`src/fbx_pkg.sv`:
```
// Shared constants for the flag, branch, bit and shift execution block.
// Assumes a 32-bit APB register port with byte addresses in the low eight bits.
package fbx_pkg;

	// Register byte offsets
	localparam logic [7:0] ADDR_INSN    = 8'h00;
	localparam logic [7:0] ADDR_PC      = 8'h04;
	localparam logic [7:0] ADDR_FLAGS   = 8'h08;
	localparam logic [7:0] ADDR_WORK    = 8'h0c;
	localparam logic [7:0] ADDR_STAT    = 8'h10;
	localparam logic [7:0] ADDR_RETIRED = 8'h14;
	localparam logic [7:0] ADDR_IO_BASE = 8'h80;

	// Instruction word fields
	localparam int INSN_OP_LSB  = 0;
	localparam int INSN_BIT_LSB = 8;
	localparam int INSN_IO_LSB  = 16;
	localparam int INSN_OFS_LSB = 24;

	// Status flag positions inside status_flags_register
	localparam int FLAG_C = 0;
	localparam int FLAG_Z = 1;
	localparam int FLAG_N = 2;
	localparam int FLAG_V = 3;
	localparam int FLAG_S = 4;
	localparam int FLAG_H = 5;
	localparam int FLAG_T = 6;
	localparam int FLAG_I = 7;

	// Status register fields
	localparam int STAT_BUSY  = 0;
	localparam int STAT_CYC   = 4;
	localparam int STAT_TAKEN = 8;

	// Reset values and cycle costs
	localparam logic [15:0] PC_RST    = 16'h0000;
	localparam logic [7:0]  FLAGS_RST = 8'h00;
	localparam logic [7:0]  WORK_RST  = 8'h00;
	localparam logic [1:0]  CYC_ONE   = 2'h1;
	localparam logic [1:0]  CYC_TWO   = 2'h2;

	// Opcodes written into the low six bits of the instruction register
	typedef enum logic [5:0] {
		OP_NOP                       = 6'h00,
		OP_BRANCH_ON_CARRY_ZERO      = 6'h01,
		OP_BRANCH_SAME_OR_HIGHER     = 6'h02,
		OP_BRANCH_UNSIGNED_LOWER     = 6'h03,
		OP_BRANCH_NEGATIVE           = 6'h04,
		OP_BRANCH_POSITIVE           = 6'h05,
		OP_BRANCH_SIGNED_GE          = 6'h06,
		OP_BRANCH_SIGNED_LT          = 6'h07,
		OP_BRANCH_HALFCARRY_ONE      = 6'h08,
		OP_BRANCH_HALFCARRY_ZERO     = 6'h09,
		OP_BRANCH_TRANSFER_ONE       = 6'h0a,
		OP_BRANCH_TRANSFER_ZERO      = 6'h0b,
		OP_BRANCH_OVERFLOW_ONE       = 6'h0c,
		OP_BRANCH_OVERFLOW_ZERO      = 6'h0d,
		OP_BRANCH_IRQ_ENABLED        = 6'h0e,
		OP_BRANCH_IRQ_DISABLED       = 6'h0f,
		OP_IO_BIT_FORCE_ONE          = 6'h10,
		OP_IO_BIT_FORCE_ZERO         = 6'h11,
		OP_SHIFT_LEFT_LOGICAL        = 6'h18,
		OP_SHIFT_RIGHT_LOGICAL       = 6'h19,
		OP_ROTATE_LEFT_CARRY         = 6'h1a,
		OP_ROTATE_RIGHT_CARRY        = 6'h1b,
		OP_SHIFT_RIGHT_ARITH         = 6'h1c,
		OP_STATUS_BIT_FORCE_ONE      = 6'h20,
		OP_STATUS_BIT_FORCE_ZERO     = 6'h21,
		OP_COPY_BIT_TO_TRANSFER_FLAG = 6'h22,
		OP_COPY_TRANSFER_FLAG_TO_BIT = 6'h23,
		OP_OVERFLOW_FLAG_FORCE_ONE   = 6'h24,
		OP_OVERFLOW_FLAG_FORCE_ZERO  = 6'h25,
		OP_HALFCARRY_FLAG_FORCE_ONE  = 6'h26,
		OP_HALFCARRY_FLAG_FORCE_ZERO = 6'h27
	} fbx_op_t;

	// Register decode targets
	typedef enum logic [2:0] {
		HIT_NONE,
		HIT_INSN,
		HIT_PC,
		HIT_FLAGS,
		HIT_WORK,
		HIT_STAT,
		HIT_RETIRED,
		HIT_IO
	} fbx_hit_t;

	// Execution sequencer states
	typedef enum logic [1:0] {
		ST_IDLE,
		ST_EXEC,
		ST_HOLD
	} fbx_state_t;

endpackage

```
`src/fbx_cond.sv`:
```
// Branch condition evaluator for the execution block.
// Assumes the opcode and flags are stable register outputs on the same clock.
`timescale 1ns/10ps
module fbx_cond (
	input  wire logic [5:0] op,
	input  wire logic [7:0] flags,
	output logic            is_branch,
	output logic            take
);

	logic c;
	logic n;
	logic v;
	logic h;
	logic t;
	logic i;

	// Flag taps
	assign c = flags[fbx_pkg::FLAG_C];
	assign n = flags[fbx_pkg::FLAG_N];
	assign v = flags[fbx_pkg::FLAG_V];
	assign h = flags[fbx_pkg::FLAG_H];
	assign t = flags[fbx_pkg::FLAG_T];
	assign i = flags[fbx_pkg::FLAG_I];

	// One condition per branch opcode; anything else never branches
	always_comb begin
		is_branch = 1'b1;
		take      = 1'b0;
		case (fbx_pkg::fbx_op_t'(op))
			fbx_pkg::OP_BRANCH_ON_CARRY_ZERO:  take = ~c;      // see RL1
			fbx_pkg::OP_BRANCH_SAME_OR_HIGHER: take = ~c;      // see RL1
			fbx_pkg::OP_BRANCH_UNSIGNED_LOWER: take = c;       // see RL1
			fbx_pkg::OP_BRANCH_NEGATIVE:       take = n;       // see RL2
			fbx_pkg::OP_BRANCH_POSITIVE:       take = ~n;      // see RL2
			fbx_pkg::OP_BRANCH_SIGNED_GE:      take = ~(n ^ v); // see RL3
			fbx_pkg::OP_BRANCH_SIGNED_LT:      take = n ^ v;   // see RL3
			fbx_pkg::OP_BRANCH_HALFCARRY_ONE:  take = h;       // see RL4
			fbx_pkg::OP_BRANCH_HALFCARRY_ZERO: take = ~h;      // see RL4
			fbx_pkg::OP_BRANCH_TRANSFER_ONE:   take = t;       // see RL5
			fbx_pkg::OP_BRANCH_TRANSFER_ZERO:  take = ~t;      // see RL5
			fbx_pkg::OP_BRANCH_OVERFLOW_ONE:   take = v;       // see RL6
			fbx_pkg::OP_BRANCH_OVERFLOW_ZERO:  take = ~v;      // see RL6
			fbx_pkg::OP_BRANCH_IRQ_ENABLED:    take = i;       // see RL7
			fbx_pkg::OP_BRANCH_IRQ_DISABLED:   take = ~i;      // see RL7
			default: begin
				is_branch = 1'b0;
			end
		endcase
	end

endmodule

```
`src/fbx_exec.sv`:
```
// Execution core for flag branches, I/O bit forcing, shifts and flag moves.
// Assumes an APB master on pclk; one instruction runs per write to the instruction register.
//
// Local design decisions: the address map and the APB register port.
`timescale 1ns/10ps

// Notes on behaviour
// RL1 - Carry branches jump PC+k+1 on carry clear or set; one or two cycles.
// RL2 - Negative and positive branches test the negative flag; one or two cycles.
// RL3 - Signed ge and lt branches test negative xor overflow; one or two cycles.
// RL4 - Half-carry branches jump when half carry is one or zero.
// RL5 - Transfer flag branches jump when T is one or zero.
// RL6 - Overflow branches jump when the overflow flag is one or zero.
// RL7 - Interrupt-state branches jump when the global interrupt flag is one or zero.
// RL8 - I/O bit force sets or clears one I/O bit, flags untouched, two cycles.
// RL9 - Logical left shift fills bit zero with zero, updates Z C N V, one cycle.
// RL10 - Logical right shift fills bit seven with zero, updates Z C N V, one cycle.
// RL11 - Rotate left takes old carry into bit zero, bit seven to carry.
// RL12 - Rotate right takes old carry into bit seven, bit zero to carry.
// RL13 - Arithmetic right shift keeps bit seven, updates Z C N V.
// RL14 - Flag force instructions write exactly one status bit, one cycle.
// RL15 - Bit store copies a working register bit into T, one cycle.
// RL16 - Bit load copies T into one working register bit, one cycle.
// RL17 - Overflow force zero clears V, its counterpart sets V, one cycle.
// RL18 - Branch offset is signed; only a true condition takes two cycles.
// RL19 - Arithmetic right shift completes in one cycle.
module fbx_exec #(
	parameter int IO_DEPTH = 32
) (
	input  wire logic        pclk,
	input  wire logic        presetn,
	input  wire logic        psel,
	input  wire logic        penable,
	input  wire logic        pwrite,
	input  wire logic [7:0]  paddr,
	input  wire logic [31:0] pwdata,
	output logic [31:0]      prdata,
	output logic             pready,
	output logic             pslverr,
	output logic             exec_busy,
	output logic [15:0]      prog_counter
);

	// The I/O window holds at most 32 words in the upper half of the map
	generate
		if (IO_DEPTH < 1 || IO_DEPTH > 32) begin : g_bad_depth
			$error("IO_DEPTH must lie between 1 and 32");
		end
	endgenerate

	typedef struct packed {
		fbx_pkg::fbx_state_t          fsm;
		logic [31:0]                  insn;
		logic [15:0]                  pc;
		logic [7:0]                   flags;
		logic [7:0]                   work;
		logic [IO_DEPTH-1:0][7:0]     io;
		logic [1:0]                   last_cyc;
		logic                         taken;
		logic [15:0]                  retired;
		logic                         busy;
		logic                         pready;
		logic                         pslverr;
		logic [31:0]                  prdata;
	} fbx_regs_t;

	fbx_regs_t   s_q;
	fbx_regs_t   s_d;

	logic [5:0]  op;
	logic [2:0]  bit_sel;
	logic [4:0]  io_sel;
	logic [7:0]  offset;
	logic [15:0] offset_ext;
	logic        is_branch;
	logic        take;
	logic [7:0]  sh_result;
	logic        sh_c;
	logic        sh_z;
	logic        sh_n;
	logic        sh_v;
	logic        is_shift;
	fbx_pkg::fbx_hit_t hit;

	// Map a byte address to a register; unmapped I/O words fall to none
	function automatic fbx_pkg::fbx_hit_t decode(input logic [7:0] addr);
		fbx_pkg::fbx_hit_t r;
		r = fbx_pkg::HIT_NONE;
		if (addr[1:0] != 2'h0) begin
			r = fbx_pkg::HIT_NONE;
		end else if (addr >= fbx_pkg::ADDR_IO_BASE) begin
			if (32'(addr[6:2]) < IO_DEPTH) begin
				r = fbx_pkg::HIT_IO;
			end
		end else begin
			case (addr)
				fbx_pkg::ADDR_INSN:    r = fbx_pkg::HIT_INSN;
				fbx_pkg::ADDR_PC:      r = fbx_pkg::HIT_PC;
				fbx_pkg::ADDR_FLAGS:   r = fbx_pkg::HIT_FLAGS;
				fbx_pkg::ADDR_WORK:    r = fbx_pkg::HIT_WORK;
				fbx_pkg::ADDR_STAT:    r = fbx_pkg::HIT_STAT;
				fbx_pkg::ADDR_RETIRED: r = fbx_pkg::HIT_RETIRED;
				default:               r = fbx_pkg::HIT_NONE;
			endcase
		end
		return r;
	endfunction

	// Read mux; narrow registers sit in the low bits with zeros above
	function automatic logic [31:0] read_word(input fbx_regs_t st, input fbx_pkg::fbx_hit_t h,
		input logic [4:0] idx);
		logic [31:0] r;
		r = 32'h0000_0000;
		case (h)
			fbx_pkg::HIT_INSN:    r = st.insn;
			fbx_pkg::HIT_PC:      r = {16'h0000, st.pc};
			fbx_pkg::HIT_FLAGS:   r = {24'h00_0000, st.flags};
			fbx_pkg::HIT_WORK:    r = {24'h00_0000, st.work};
			fbx_pkg::HIT_RETIRED: r = {16'h0000, st.retired};
			fbx_pkg::HIT_IO:      r = {24'h00_0000, st.io[idx]};
			fbx_pkg::HIT_STAT: begin
				r[fbx_pkg::STAT_BUSY]                    = (st.fsm != fbx_pkg::ST_IDLE);
				r[fbx_pkg::STAT_CYC +: 2]                = st.last_cyc;
				r[fbx_pkg::STAT_TAKEN]                   = st.taken;
			end
			default:              r = 32'h0000_0000;
		endcase
		return r;
	endfunction

	// Instruction fields
	assign op         = s_q.insn[fbx_pkg::INSN_OP_LSB +: 6];
	assign bit_sel    = s_q.insn[fbx_pkg::INSN_BIT_LSB +: 3];
	assign io_sel     = s_q.insn[fbx_pkg::INSN_IO_LSB +: 5];
	assign offset     = s_q.insn[fbx_pkg::INSN_OFS_LSB +: 8];
	assign offset_ext = {{8{offset[7]}}, offset}; // see RL18
	assign hit        = decode(paddr);
	assign is_shift   = (op >= fbx_pkg::OP_SHIFT_LEFT_LOGICAL) && (op <= fbx_pkg::OP_SHIFT_RIGHT_ARITH);

	fbx_cond u_cond (
		.op        (op),
		.flags     (s_q.flags),
		.is_branch (is_branch),
		.take      (take)
	);

	fbx_shift u_shift (
		.op       (op),
		.value    (s_q.work),
		.carry_in (s_q.flags[fbx_pkg::FLAG_C]),
		.result   (sh_result),
		.flag_c   (sh_c),
		.flag_z   (sh_z),
		.flag_n   (sh_n),
		.flag_v   (sh_v)
	);

	// Next state: bus slave first, then the execution sequencer
	always_comb begin
		s_d = s_q;

		// APB: one wait state; the slave stalls while an instruction runs so that
		// software never sees a half-updated flag or register set
		if (s_q.pready) begin
			s_d.pready  = 1'b0;
			s_d.pslverr = 1'b0;
			if (pwrite && !s_q.pslverr) begin
				case (hit)
					fbx_pkg::HIT_INSN: begin
						s_d.insn = pwdata;
						s_d.fsm  = fbx_pkg::ST_EXEC;
					end
					fbx_pkg::HIT_PC:    s_d.pc    = pwdata[15:0];
					fbx_pkg::HIT_FLAGS: s_d.flags = pwdata[7:0];
					fbx_pkg::HIT_WORK:  s_d.work  = pwdata[7:0];
					fbx_pkg::HIT_IO:    s_d.io[paddr[6:2]] = pwdata[7:0];
					default: begin
						s_d.pready = 1'b0;
					end
				endcase
			end
		end else if (psel && penable && s_q.fsm == fbx_pkg::ST_IDLE) begin
			s_d.pready  = 1'b1;
			s_d.pslverr = (hit == fbx_pkg::HIT_NONE) ||
				(pwrite && (hit == fbx_pkg::HIT_STAT || hit == fbx_pkg::HIT_RETIRED));
			s_d.prdata  = pwrite ? 32'h0000_0000 : read_word(s_q, hit, paddr[6:2]);
		end

		// Sequencer
		case (s_q.fsm)
			fbx_pkg::ST_EXEC: begin
				s_d.fsm      = fbx_pkg::ST_IDLE;
				s_d.pc       = s_q.pc + 16'h0001;
				s_d.last_cyc = fbx_pkg::CYC_ONE;
				s_d.taken    = 1'b0;
				s_d.retired  = s_q.retired + 16'h0001;
				if (is_branch) begin
					// Only a true condition pays the second cycle
					if (take) begin
						s_d.pc       = s_q.pc + offset_ext + 16'h0001; // see RL1 RL2 RL3 RL4 RL5 RL6 RL7
						s_d.fsm      = fbx_pkg::ST_HOLD;               // see RL18
						s_d.last_cyc = fbx_pkg::CYC_TWO;
						s_d.taken    = 1'b1;
					end
				end else if (is_shift) begin
					// Shifts write back in the same cycle; S stays as it was
					s_d.work                   = sh_result;        // see RL9 RL10 RL11 RL12 RL13 RL19
					s_d.flags[fbx_pkg::FLAG_C] = sh_c;
					s_d.flags[fbx_pkg::FLAG_Z] = sh_z;
					s_d.flags[fbx_pkg::FLAG_N] = sh_n;
					s_d.flags[fbx_pkg::FLAG_V] = sh_v;
				end else begin
					case (fbx_pkg::fbx_op_t'(op))
						fbx_pkg::OP_IO_BIT_FORCE_ONE, fbx_pkg::OP_IO_BIT_FORCE_ZERO: begin
							// Out-of-range I/O words are left alone but still cost two cycles
							if (32'(io_sel) < IO_DEPTH) begin
								s_d.io[io_sel][bit_sel] = (op == fbx_pkg::OP_IO_BIT_FORCE_ONE); // see RL8
							end
							s_d.fsm      = fbx_pkg::ST_HOLD;              // see RL8
							s_d.last_cyc = fbx_pkg::CYC_TWO;
						end
						fbx_pkg::OP_STATUS_BIT_FORCE_ONE:  s_d.flags[bit_sel] = 1'b1;          // see RL14
						fbx_pkg::OP_STATUS_BIT_FORCE_ZERO: s_d.flags[bit_sel] = 1'b0;          // see RL14
						fbx_pkg::OP_COPY_BIT_TO_TRANSFER_FLAG: begin
							s_d.flags[fbx_pkg::FLAG_T] = s_q.work[bit_sel];                   // see RL15
						end
						fbx_pkg::OP_COPY_TRANSFER_FLAG_TO_BIT: begin
							s_d.work[bit_sel] = s_q.flags[fbx_pkg::FLAG_T];                   // see RL16
						end
						fbx_pkg::OP_OVERFLOW_FLAG_FORCE_ONE:   s_d.flags[fbx_pkg::FLAG_V] = 1'b1; // see RL17
						fbx_pkg::OP_OVERFLOW_FLAG_FORCE_ZERO:  s_d.flags[fbx_pkg::FLAG_V] = 1'b0; // see RL17
						fbx_pkg::OP_HALFCARRY_FLAG_FORCE_ONE:  s_d.flags[fbx_pkg::FLAG_H] = 1'b1; // see RL14
						fbx_pkg::OP_HALFCARRY_FLAG_FORCE_ZERO: s_d.flags[fbx_pkg::FLAG_H] = 1'b0; // see RL14
						default: begin
							s_d.flags = s_q.flags; // Unknown codes act as a one-cycle no-op
						end
					endcase
				end
			end
			fbx_pkg::ST_HOLD: begin
				s_d.fsm = fbx_pkg::ST_IDLE; // Second cycle of a two-cycle instruction
			end
			default: begin
				s_d.fsm = s_d.fsm;
			end
		endcase

		// Busy is kept as its own flop so the port has no decode behind it
		s_d.busy = (s_d.fsm != fbx_pkg::ST_IDLE);
	end

	// State register
	always_ff @(posedge pclk or negedge presetn) begin
		if (!presetn) begin
			s_q          <= '0;
			s_q.fsm      <= fbx_pkg::ST_IDLE;
			s_q.pc       <= fbx_pkg::PC_RST;
			s_q.flags    <= fbx_pkg::FLAGS_RST;
			s_q.work     <= fbx_pkg::WORK_RST;
			s_q.last_cyc <= 2'h0;
		end else begin
			s_q <= s_d;
		end
	end

	// Outputs straight from the state register
	assign prdata       = s_q.prdata;
	assign pready       = s_q.pready;
	assign pslverr      = s_q.pslverr;
	assign exec_busy    = s_q.busy;
	assign prog_counter = s_q.pc;

endmodule

```
`src/fbx_shift.sv`:
```
// Single-register shift and rotate unit with its flag results.
// Assumes operand and carry come from registers on the same clock.
`timescale 1ns/10ps
module fbx_shift (
	input  wire logic [5:0] op,
	input  wire logic [7:0] value,
	input  wire logic       carry_in,
	output logic [7:0]      result,
	output logic            flag_c,
	output logic            flag_z,
	output logic            flag_n,
	output logic            flag_v
);

	// Data path and carry out per operation
	always_comb begin
		result = value;
		flag_c = carry_in;
		case (fbx_pkg::fbx_op_t'(op))
			fbx_pkg::OP_SHIFT_LEFT_LOGICAL: begin
				result = {value[6:0], 1'b0};     // see RL9
				flag_c = value[7];
			end
			fbx_pkg::OP_SHIFT_RIGHT_LOGICAL: begin
				result = {1'b0, value[7:1]};     // see RL10
				flag_c = value[0];
			end
			fbx_pkg::OP_ROTATE_LEFT_CARRY: begin
				result = {value[6:0], carry_in}; // see RL11
				flag_c = value[7];
			end
			fbx_pkg::OP_ROTATE_RIGHT_CARRY: begin
				result = {carry_in, value[7:1]}; // see RL12
				flag_c = value[0];
			end
			fbx_pkg::OP_SHIFT_RIGHT_ARITH: begin
				result = {value[7], value[7:1]}; // see RL13
				flag_c = value[0];
			end
			default: begin
				result = value;
			end
		endcase
	end

	// Result flags; overflow is sign xor carry after the move
	assign flag_n = result[7];
	assign flag_z = (result == 8'h00);
	assign flag_v = result[7] ^ flag_c;

endmodule

```
`config.mk`:
```
export PLATFORM = sky130hd
export DESIGN_NAME = fbx_exec
export DESIGN_NICKNAME = d
export VERILOG_FILES = /design/src/fbx_pkg.sv /design/src/fbx_cond.sv /design/src/fbx_exec.sv /design/src/fbx_shift.sv
export SDC_FILE = /design/constraint.sdc
export NUM_CORES = 1
export LEC_CHECK = 0
export ABC_CLOCK_PERIOD_IN_PS = 3300
export BUFFER_PORTS_ARGS = -buffer_cell sky130_fd_sc_hd__buf_2
export CORE_MARGIN = 2
export CORE_UTILIZATION = 45
export DETAILED_ROUTE_END_ITERATION = 10
export SLEW_MARGIN = 25
export SYNTH_ARGS = -nofsm -noshare
export SYNTH_HDL_FRONTEND = slang
export SYNTH_SLANG_ARGS = --single-unit
```
`constraint.sdc`:
```
create_clock -name pclk -period 3.3 [get_ports pclk]
set_input_delay 0.33 -clock pclk [delete_from_list [all_inputs] [get_ports pclk]]
set_output_delay 0.33 -clock pclk [all_outputs]
set_load 0.005 [all_outputs]
```
==> flow_summary.yaml <==
synthesis:
  ys_ff_latch: 376
  synth.yosys.seq_area_share: 0.395
  syn-num-nets: 2315
  synthArstFlopShare: 1.00
  synth_cells: 2250
  syn_area_sq_um: 23800
  yosysUniqueCellTypes: 94
  synth_edf_count: 0
  ys_warn_count: 0
  synth.avg_cell_area_sq_um: 10.6
  synth_ff_type: "dfrtp_1"
timing:
  fin_tns_setup_ns: 0
  finalSetupViolations: 0
  fin_ws_ns: 0.428
  fin_crit_ns: 2.87
  worstMarginPinSlew_ns: 1.05
  finalClockSkew_ns: 0.0214
  hold_viol_final: 0
  max-slew-margin-rel: 0.297
  rsz0062_at_grt: "false"
  period_share: 0.870
  max_freq_ghz: 0.348
  drv_slew: 0
  holdWs_ns: 0.0325
route:
  drc: 0
  routed_via_density: 6.14
  wl_um: 76000
  wl_per_cell_um: 25.2
  dr.pass1.iters: 6
  drtIter0Drc: 1831
  ant_nets: 0
  num_vias: 18500
global_routing:
  grtUsageMet3: 0.0485
  grt.busiest_layer: "met2"
  antenna_found_initial: 2
  grt_usage: 0.279
  grt_max_degree: 129
  grt_use_met1: 0.371
  grt_pass1_vias: 18500
  grt_overflow: 0
  grt_pass1_wl_um: 117000
  use_met2: 0.464
placement:
  gp_congestion: 0.916
  dp_hpwl_um: 50600
  pre_cts_ws_ns: 0.458
  portBuffers: 95
setup_path:
  regToRegSetupSlack_ns: 0.43
  required_ns: 3.75
  cp-end-kind: "flip-flop"
  critPathKind: "flip-flop to flip-flop"
  arrival_ns: 3.32
  cp_max_fo: 16
  critPathLaunchType: "flip-flop"
cts:
  cts_buffer_depth: 3
  cts_tree: "done"
  cts_made_buffers: 45
  root_buffer: "clkbuf_16"
  clock-sinks: 376
  clk_latency_ns: 0.60
  h-tree-depth: 2
  clkTransAtPathRegs_ns: 0.06
power_and_ir_drop:
  peakVddDrop_v: 0.000371
  leakage_nw: 10.9
  pwr_density_cell_nw_per_um2: 389
floorplan:
  die-height_um: 234
  io_pins: 96
  start_util: 0.454
  row_count: 84
  die_w_um: 234
  core_area_sq_um: 52400
  die_area_sq_um: 54800
layout:
  diodes: 0
  num-nets-final: 2358
  drive_above_1_share: 0.199
  area.growth.synth_to_final_pct: 12.2
hold_path:
  worstHoldPathType: "input port to flip-flop"
status:
  outcome: "complete, no violations"
job:
  max_cap_viol_count: 0
[kinds of logic after synthesis]
| logic type | count (synthesis) | share of synthesized area |
|---|---|---|
| DFF | 376 | 0.395 |
| AOI/OAI and AO/OA | 302 | 0.0898 |
| adders and majority gates | 20 | 0.0108 |
| buffers and inverters | 238 | 0.0495 |
| and+or+nand+nor | 652 | 0.136 |
| muxes | 619 | 0.303 |
| xor gates and xnor gates | 43 | 0.0158 |
[cells in the mapped netlist (7+ instances only)]
cell / instances / area [sq um]
a21o_1: 7 / 52.6
a21oi_1: 63 / 315
a221oi_1: 12 / 105
a222oi_1: 15 / 150
a22o_1: 20 / 175
a22oi_1: 13 / 97.6
a31oi_1: 14 / 87.6
a32oi_1: 16 / 140
and3_1: 10 / 62.6
buf_2: 34 / 170
buf_4: 63 / 473
clkbuf_1: 114 / 428
dfrtp_1: 376 / 9410
ha_1: 19 / 238
inv_1: 21 / 78.8
mux2_2: 60 / 676
mux2i_1: 482 / 4820
mux4_2: 76 / 1710
nand2_1: 142 / 533
nand2b_1: 20 / 125
nand3_1: 29 / 145
nand3b_1: 9 / 67.6
nand4_1: 9 / 56.3
nor2_1: 288 / 1080
nor2_2: 15 / 93.8
nor2b_1: 22 / 138
nor3_1: 20 / 100
nor3b_1: 8 / 60.1
o21a_1: 10 / 75.1
o21ai_0: 39 / 195
o21ai_1: 8 / 40.0
o22ai_1: 18 / 113
o31ai_1: 9 / 67.6
or2_2: 8 / 50.1
or3_1: 9 / 56.3
xnor2_1: 27 / 236
xor2_1: 16 / 140
[where the power goes]
part | switching [W] | leakage (nW) | total, W | internal, W
Sequential | 0 | 5.05 | 0.00461 | 0.00461
Clock | 0.00213 | 0.775 | 0.00533 | 0.00319
Combinational | 0.000323 | 5.08 | 0.000466 | 0.000142
[per-layer routing]
metal | vias up | wire (um)
li1 | 8234 | -
met1 | 9492 | 32600
met2 | 658 | 36400
met3 | 128 | 4570
met4 | 2 | 2390
met5 | - | 13
[layout make-up]
class	count	area [sq um]
fillers	4640	25700
multi-input cells	1636	13200
flip-flops and latches	376	9410
repair buffers	212	1570
clock buffers	69	1380
well taps	688	861
clock inverters	13	194
inverters	22	82.6
[timing repair]
action,4_1_cts,5_1_grt
gates resized for setup,0,0
hold endpoints to repair,114,0
hold buffers,24,0
buffers inserted,0,0
[worst max-delay path: stages (launching register included)]
cell and delay, ns:
dfrtp_1 0.57, buf_4 0.28, o21ai_1 0.17, a21boi_1 0.39
o21a_1 0.33, nand3_1 0.26, nor3_2 0.53, a22oi_1 0.19
[metrics by stage]
stage	power, W	std cells	util	cell area [sq um]
floorplan	0.00489	2250	-	23800
detailed placement	0.00514	2909	0.475	24900
global route	0.0107	3016	0.510	26700
CTS	0.0105	3015	0.509	26700
finish	0.0104	3016	0.510	26700
global placement	0.00513	2909	0.475	24900
[cells in the final DEF, fill, tap and decap left out, types with 12 or more instances in the layout]
| master | Yosys | layout |
|---|---|---|
| dfrtp_1 | 376 | 376 |
| xor2_1 | 16 | 16 |
| a22oi_1 | 13 | 13 |
| a222oi_1 | 15 | 15 |
| clkbuf_8 | 0 | 14 |
| nand2b_1 | 20 | 20 |
| nand3_1 | 29 | 29 |
| buf_4 | 63 | 84 |
| nor3_1 | 20 | 20 |
| a21oi_1 | 63 | 63 |
| a221oi_1 | 12 | 12 |
| mux4_2 | 76 | 76 |
| o21ai_0 | 39 | 39 |
| ha_1 | 19 | 19 |
| mux2i_1 | 482 | 482 |
| mux2_2 | 60 | 60 |
| dlygate4sd3_1 | 0 | 24 |
| clkbuf_16 | 0 | 46 |
| inv_1 | 21 | 21 |
| o22ai_1 | 18 | 18 |
| nor2b_1 | 22 | 22 |
| a32oi_1 | 16 | 16 |
| a22o_1 | 20 | 20 |
| buf_2 | 34 | 92 |
| nor2_1 | 288 | 288 |
| nand2_1 | 142 | 142 |
| nor2_2 | 15 | 15 |
| a31oi_1 | 14 | 14 |
| xnor2_1 | 27 | 27 |
[path summary, 6_finish.rpt]
| check | from | endpoint | depth (start not counted) |
|---|---|---|---|
| min in group asynchronous | presetn | prdata[17] | 2 |
| min reg2reg | prdata[4] | prdata[4] | 1 |
| max in group asynchronous | presetn | s_q[261] | 3 |
| min | pwdata[10] | bit_sel[2] | 2 |
| max reg2reg | op[1] | s_q[157] | 7 |
| max | op[1] | s_q[157] | 7 |
[registers in the layout (all words and copies together) (netlist names)]
register,count
offset,8
s_q,303
prog_counter,16
op,6
prdata,32
exec_busy,1
pslverr,1
bit_sel,3
pready,1
io_sel,5
No activity file was read; power rests on OpenSTA's default activity.
